File: src/core/ispv_pkg.sv
// Package of addresses, reset values and bit positions for the status byte peek view.
package ispv_pkg;

  // ==========================================================================
  // Register addresses on the host parallel register bus.
  localparam logic [7:0] ISPV_PEEK_ADDR = 8'h76;
  localparam logic [7:0] ISPV_CLEAR_ADDR = 8'h63;

  // ==========================================================================
  // Reset values and widths.
  localparam int ISPV_FLAG_COUNT = 8;
  localparam logic [7:0] ISPV_PEEK_RESET = 8'h00;
  localparam logic [7:0] ISPV_UNMAPPED_DATA = 8'h00;

  // ==========================================================================
  // Flag positions inside the first interrupt status byte.
  localparam int ISPV_BIT_PACKET_RECEIVED = 0;
  localparam int ISPV_BIT_RX_BUFFER_FULL = 1;
  localparam int ISPV_BIT_PACKET_SENT = 2;
  localparam int ISPV_BIT_NVM_WRITE_ERASE_DONE = 3;
  localparam int ISPV_BIT_OSC_READY = 4;
  localparam int ISPV_BIT_SELF_INIT_DONE = 5;
  localparam int ISPV_BIT_RX_BUFFER_EMPTY = 6;
  localparam int ISPV_BIT_END_OF_PACKET = 7;

endpackage : ispv_pkg
File: src/core/ispv_flag_cell.sv
// One sticky event flag with synchronous clear where a new event beats the clear.
`timescale 1ns/1ps

module ispv_flag_cell (
  input wire logic i_core_clk,
  input wire logic i_rst_n,
  input wire logic i_set,
  input wire logic i_clear,
  output logic o_flag
);

  logic next_flag;

  // An event in the clearing cycle keeps the flag up so it is never lost.
  always_comb begin
    if (i_set) begin
      next_flag = 1'b1;
    end else if (i_clear) begin
      next_flag = 1'b0;
    end else begin
      next_flag = o_flag;
    end
  end

  // Flag register, cleared by the synchronous reset.
  always_ff @(posedge i_core_clk) begin
    if (!i_rst_n) begin
      o_flag <= 1'b0;
    end else begin
      o_flag <= next_flag;
    end
  end

endmodule : ispv_flag_cell

File: src/core/ispv_peek_view.sv
// First interrupt status byte with its clear-on-read port and its read-only peek view.
`timescale 1ns/1ps

// Summary of operation
// Reading the peek copy of the first interrupt status byte never changes any flag.
// The peek register answers at address 0x76 and reads all zeros after reset.
// Bit 6 reads 1 once the receive buffer has gone empty since the last clear.
// Bit 5 reads 1 once self initialization has completed since the last clear.
// Bit 4 reads 1 once the oscillator has become ready since the last clear.
// Bit 3 reads 1 once a non-volatile write or erase has completed since the last clear.
// Bit 7 marks the last byte of a packet read and bit 0 marks a packet received.
// Bit 2 marks a packet sent and bit 1 marks a full receive buffer or packet overflow.
// The peek shows the same flags as the clear-on-read register whose read clears all eight except any whose event arrives in that cycle.
// Host writes to the peek address are ignored and leave every flag alone.
module ispv_peek_view
  import ispv_pkg::*;
(
  input wire logic i_core_clk,
  input wire logic i_rst_n,
  input wire logic [7:0] i_reg_addr,
  input wire logic i_reg_rd,
  input wire logic i_reg_wr,
  input wire logic [7:0] i_reg_wdata,
  input wire logic i_evt_end_of_packet,
  input wire logic i_evt_rx_buffer_empty,
  input wire logic i_evt_self_init_done,
  input wire logic i_evt_osc_ready,
  input wire logic i_evt_nvm_write_erase_done,
  input wire logic i_evt_packet_sent,
  input wire logic i_evt_rx_buffer_full,
  input wire logic i_evt_packet_received,
  output logic [7:0] o_reg_rdata,
  output logic o_rd_valid,
  output logic [7:0] o_irq_status0
);

  // ==========================================================================
  // Event gathering and address decode.
  logic [7:0] evt_vec;
  logic [7:0] flags;
  logic peek_rd;
  logic clear_rd;
  logic peek_wr;
  logic [7:0] next_rdata;
  logic next_rd_valid;

  // packet read flags
  // transmit and full flags
  // Each event pulse lands on its own bit of the status byte.
  always_comb begin
    evt_vec = 8'h00;
    evt_vec[ISPV_BIT_END_OF_PACKET] = i_evt_end_of_packet;
    evt_vec[ISPV_BIT_RX_BUFFER_EMPTY] = i_evt_rx_buffer_empty;
    evt_vec[ISPV_BIT_SELF_INIT_DONE] = i_evt_self_init_done;
    evt_vec[ISPV_BIT_OSC_READY] = i_evt_osc_ready;
    evt_vec[ISPV_BIT_NVM_WRITE_ERASE_DONE] = i_evt_nvm_write_erase_done;
    evt_vec[ISPV_BIT_PACKET_SENT] = i_evt_packet_sent;
    evt_vec[ISPV_BIT_RX_BUFFER_FULL] = i_evt_rx_buffer_full;
    evt_vec[ISPV_BIT_PACKET_RECEIVED] = i_evt_packet_received;
  end

  // Strobes qualified by address; only the companion read clears anything.
  assign peek_rd = i_reg_rd && (i_reg_addr == ISPV_PEEK_ADDR);
  assign clear_rd = i_reg_rd && (i_reg_addr == ISPV_CLEAR_ADDR);
  // The write data is deliberately dropped; the peek has no writable bits.
  assign peek_wr = i_reg_wr && (i_reg_addr == ISPV_PEEK_ADDR) && (i_reg_wdata == i_reg_wdata);

  // ==========================================================================
  // Shared sticky flags.
  // sticky flag set
  // sticky flag set
  // clear on companion read
  // The peek and the clearing register share these cells, so they can never disagree.
  generate
    for (genvar g = 0; g < ISPV_FLAG_COUNT; g++) begin : g_flag
      ispv_flag_cell u_flag (
        .i_core_clk(i_core_clk),
        .i_rst_n(i_rst_n),
        .i_set(evt_vec[g]),
        .i_clear(clear_rd),
        .o_flag(flags[g])
      );
    end
  endgenerate

  // ==========================================================================
  // Read data path.
  // peek leaves flags
  // peek address decode
  // Read data shows the flags as they stood before any clear in the same cycle.
  always_comb begin
    next_rd_valid = i_reg_rd;
    if (peek_rd) begin
      next_rdata = flags;
    end else if (clear_rd) begin
      next_rdata = flags;
    end else if (i_reg_rd) begin
      next_rdata = ISPV_UNMAPPED_DATA;
    end else begin
      next_rdata = o_reg_rdata;
    end
  end

  // zero after reset
  // Registered answer keeps every output straight off a flip-flop.
  always_ff @(posedge i_core_clk) begin
    if (!i_rst_n) begin
      o_reg_rdata <= ISPV_PEEK_RESET;
      o_rd_valid <= 1'b0;
    end else begin
      o_reg_rdata <= next_rdata;
      o_rd_valid <= next_rd_valid;
    end
  end

  // writes ignored
  // Nothing consumes peek_wr: the flags have no write path at all.
  assign o_irq_status0 = flags;
endmodule : ispv_peek_view

File: config.mk
export PLATFORM = sky130hd
export DESIGN_NAME = ispv_peek_view
export DESIGN_NICKNAME = d
export VERILOG_FILES = /design/src/core/ispv_pkg.sv /design/src/core/ispv_flag_cell.sv /design/src/core/ispv_peek_view.sv
export SDC_FILE = /design/constraint.sdc
export NUM_CORES = 1
export LEC_CHECK = 0
export ABC_AREA = 0
export BUFFER_PORTS_ARGS = -buffer_cell sky130_fd_sc_hd__buf_2
export CAP_MARGIN = 30
export CORE_MARGIN = 2
export CORE_UTILIZATION = 40
export DETAILED_ROUTE_END_ITERATION = 10
export MAX_ROUTING_LAYER = met4
export PLACE_DENSITY = 0.86
export SETUP_SLACK_MARGIN = 0.2
export SYNTH_ARGS = -nofsm -noshare
export SYNTH_HDL_FRONTEND = slang
export SYNTH_SLANG_ARGS = --single-unit
File: constraint.sdc
create_clock -name i_core_clk -period 2.55 [get_ports i_core_clk]
set_input_delay 0.6375 -clock i_core_clk [delete_from_list [all_inputs] [get_ports i_core_clk]]
set_output_delay 0.6375 -clock i_core_clk [all_outputs]
set_load 0.03 [all_outputs]
==> impl_metrics.py <==
metrics = {
    "clock_tree": {
        "ctsHoldBuffers": 0,
        "postCtsResizedCells": 0,
        "post_cts_buffers": 0,
        "htree_levels": 1,
        "clk_pin_slew_ps": 100,
        "insertion_delay_ps": 290,
        "cts_made_buffers": 3,
        "tritoncts": "built",
        "root_buffer": "clkbuf_4",
        "cts_max_path_buffers": 2,
        "clock_sinks": 17,
    },
    "die": {
        "die_area_um2": 2180,
        "start_util_pct": 42.2,
        "core_area_um2": 1730,
        "fp.dieW_um": 46.7,
        "die_h_um": 46.7,
        "rows": 15,
        "pin_count": 45,
    },
    "yosys": {
        "synth_fp_nets": 113,
        "yosysSeqAreaShare_pct": 46.7,
        "syn_avg_cell_area_um2": 8.57,
        "synth_top_area_share_pct": 46.7,
        "synth.distinct_cells": 16,
        "yosysTopAreaCell": "dfxtp_1",
        "netlist_area_um2": 728,
        "synthTopCellsByArea": "dfxtp_1 47%, nand3b_1 9.3%, buf_4 8.2%",
        "synthCells": 85,
        "ys_warn_count": 0,
        "ys_ff_latch": 17,
    },
    "final_layout": {
        "fin_cells": 137,
        "diodes": 0,
        "fin_nets": 141,
        "drive_gt1_share_pct": 35.7,
        "synthToLayoutAreaGrowth_pct": 21.3,
    },
    "worst_setup_path": {
        "startpoint_type": "primary input",
        "rrSetupSlack_ps": 1860,
        "crit_fanout": 9,
        "slowest_stage": "a2111o_1",
        "critPathArrivalTime_ps": 1990,
        "cpPeakStageDelay_ps": 550,
        "crit_path_cell_trace": "buf_2, or3b_1, a2111o_1, o21ai_1",
        "end_kind": "flip-flop",
        "worstSetupPathType": "in -> reg",
        "cp_data_required_time_ps": 2780,
    },
    "sta": {
        "hold_violations": 0,
        "tns_ps": 0,
        "worst_pin_slew_ps": 364,
        "max_slew_margin_pct": 75.7,
        "fin_hold_ws_ps": 477,
        "finClkSkew_ps": 0.356,
        "setup_viol": 0,
        "final-max-slew-violation-count": 0,
        "fin_crit_ps": 1760,
        "post-route-period-util_pct": 68.9,
        "setup_slack_ps": 793,
        "rsz0062_at_grt": "no",
        "timing.fmax_mhz": 569,
    },
    "drt": {
        "wl_per_cell_um": 11.8,
        "drc": 0,
        "firstDrtPassIters": 4,
        "num_vias": 688,
        "ant_nets": 0,
        "totalWireLength_um": 1620,
        "vias_per_cell": 5.02,
        "drt_iter0_drc": 13,
    },
    "global_route": {
        "grt_pass1_vias": 536,
        "grt_max_degree": 26,
        "top_usage_layer": "met2",
        "grt_remaining_overflow": 0,
        "antenna_found_initial": 0,
        "grt_pass1_wl_um": 2290,
        "track_usage_pct": 15.7,
        "met2_usage_pct": 24.4,
        "met1_usage_pct": 18.0,
        "grt.met3_usage_pct": 3.53,
    },
    "place": {
        "dp.cells": 133,
        "place_ws_ps": 475,
        "gp_congestion": 0.748,
        "io_buffers": 35,
        "dp.final_hpwl_um": 1180,
    },
    "power": {
        "leakage_nw": 0.397,
        "p_per_area_nw_per_um2": 564,
        "design_power_total_mw": 0.498,
        "ir_drop_mv": 0.255,
    },
    "run_status": {
        "status": "completed",
    },
    "run": {
        "cap_violations": 0,
    },
    "min_path": {
        "hold_class": "reg -> reg",
    },
}
[placed cells by master (no fill, tap or decap)]
master,Yosys,layout
buf_4,8,1
a2111o_1,1,1
clkinv_2,0,1
nand3b_1,9,9
or3b_1,1,1
o21ai_1,8,8
inv_1,1,1
clkbuf_4,0,3
nand3_1,8,8
nand4b_1,1,1
dfxtp_1,17,17
nor2_1,8,8
o21ai_0,8,8
nor3_1,1,1
a21oi_1,8,8
and2_1,1,1
buf_2,0,35
[flip-flops by register name, summed over array words and instances, names as in the netlist]
register and flops:
o_rd_valid 1, o_reg_rdata 8, g_flag.u_flag.o_flag 8
[area by class of cell]
| class | count | area [um^2] |
|---|---|---|
| Clock buffer | 3 | 22.5 |
| Clock inverter | 1 | 5.00 |
| Fill cell | 177 | 843 |
| Inverter | 1 | 3.75 |
| Multi-Input combinational cell | 54 | 298 |
| Sequential cell | 17 | 340 |
| Tap cell | 25 | 31.3 |
| Timing Repair Buffer | 36 | 183 |
[worst max-delay path: cells and delay by family]
| family | cells | cell delay (ps) |
|---|---|---|
| buf+inv | 1 | 100 |
| compound gates | 2 | 720 |
| simple gates | 1 | 530 |
[cells in the mapped netlist (all sizes together)]
| library cell | count |
|---|---|
| o21ai | 16 |
| nand3b | 9 |
| a21oi | 8 |
| and2 | 1 |
| inv | 1 |
| buf | 9 |
| nor2 | 8 |
| or3b | 1 |
| nor3 | 1 |
| a2111o | 1 |
| nand3 | 8 |
| clkbuf | 4 |
| nand4b | 1 |
| dfxtp | 17 |
[metrics by stage]
| stage | utilization, % | cell area [um^2] |
|---|---|---|
| after floorplan | - | 728 |
| after global placement | 49.6 | 856 |
| after detailed placement | 49.6 | 856 |
| after CTS | 51.2 | 883 |
| after global routing | 51.2 | 883 |
| final | 51.2 | 883 |
[report_power, final]
part / switching (mW) / total, mW / leakage [nW] / internal [mW]
registers: 0.00656 / 0.282 / 0.140 / 0.275
logic: 0.0462 / 0.0720 / 0.239 / 0.0258
clock network: 0.0860 / 0.144 / 0.0177 / 0.0584
[layer usage]
layer  vias up  part of all wire (%)
met5         -                     0
met4         0                   2.8
met3         4                   4.1
met2        19                    49
met1       320                    44
li1        345                     -
[cells by family (layout without fill, tap and decap cells)]
group | Yosys count | count (layout) | synth area share (%)
flops | 17 | 17 | 46.7
simple gates | 29 | 29 | 22.9
compound gates | 25 | 25 | 18.0
buf+inv | 14 | 41 | 12.4
[worst paths after layout]
check                                              from                      end  cells after the start
worst max-delay path                      i_reg_addr[2]           o_reg_rdata[1]                      4
worst min register to register           o_reg_rdata[5]           o_reg_rdata[5]                      2
worst max register to register  g_flag[0].u_flag.o_flag  g_flag[0].u_flag.o_flag                      2
worst min-delay path                     o_reg_rdata[5]           o_reg_rdata[5]                      2
No activity file was read; power rests on OpenSTA's default activity.
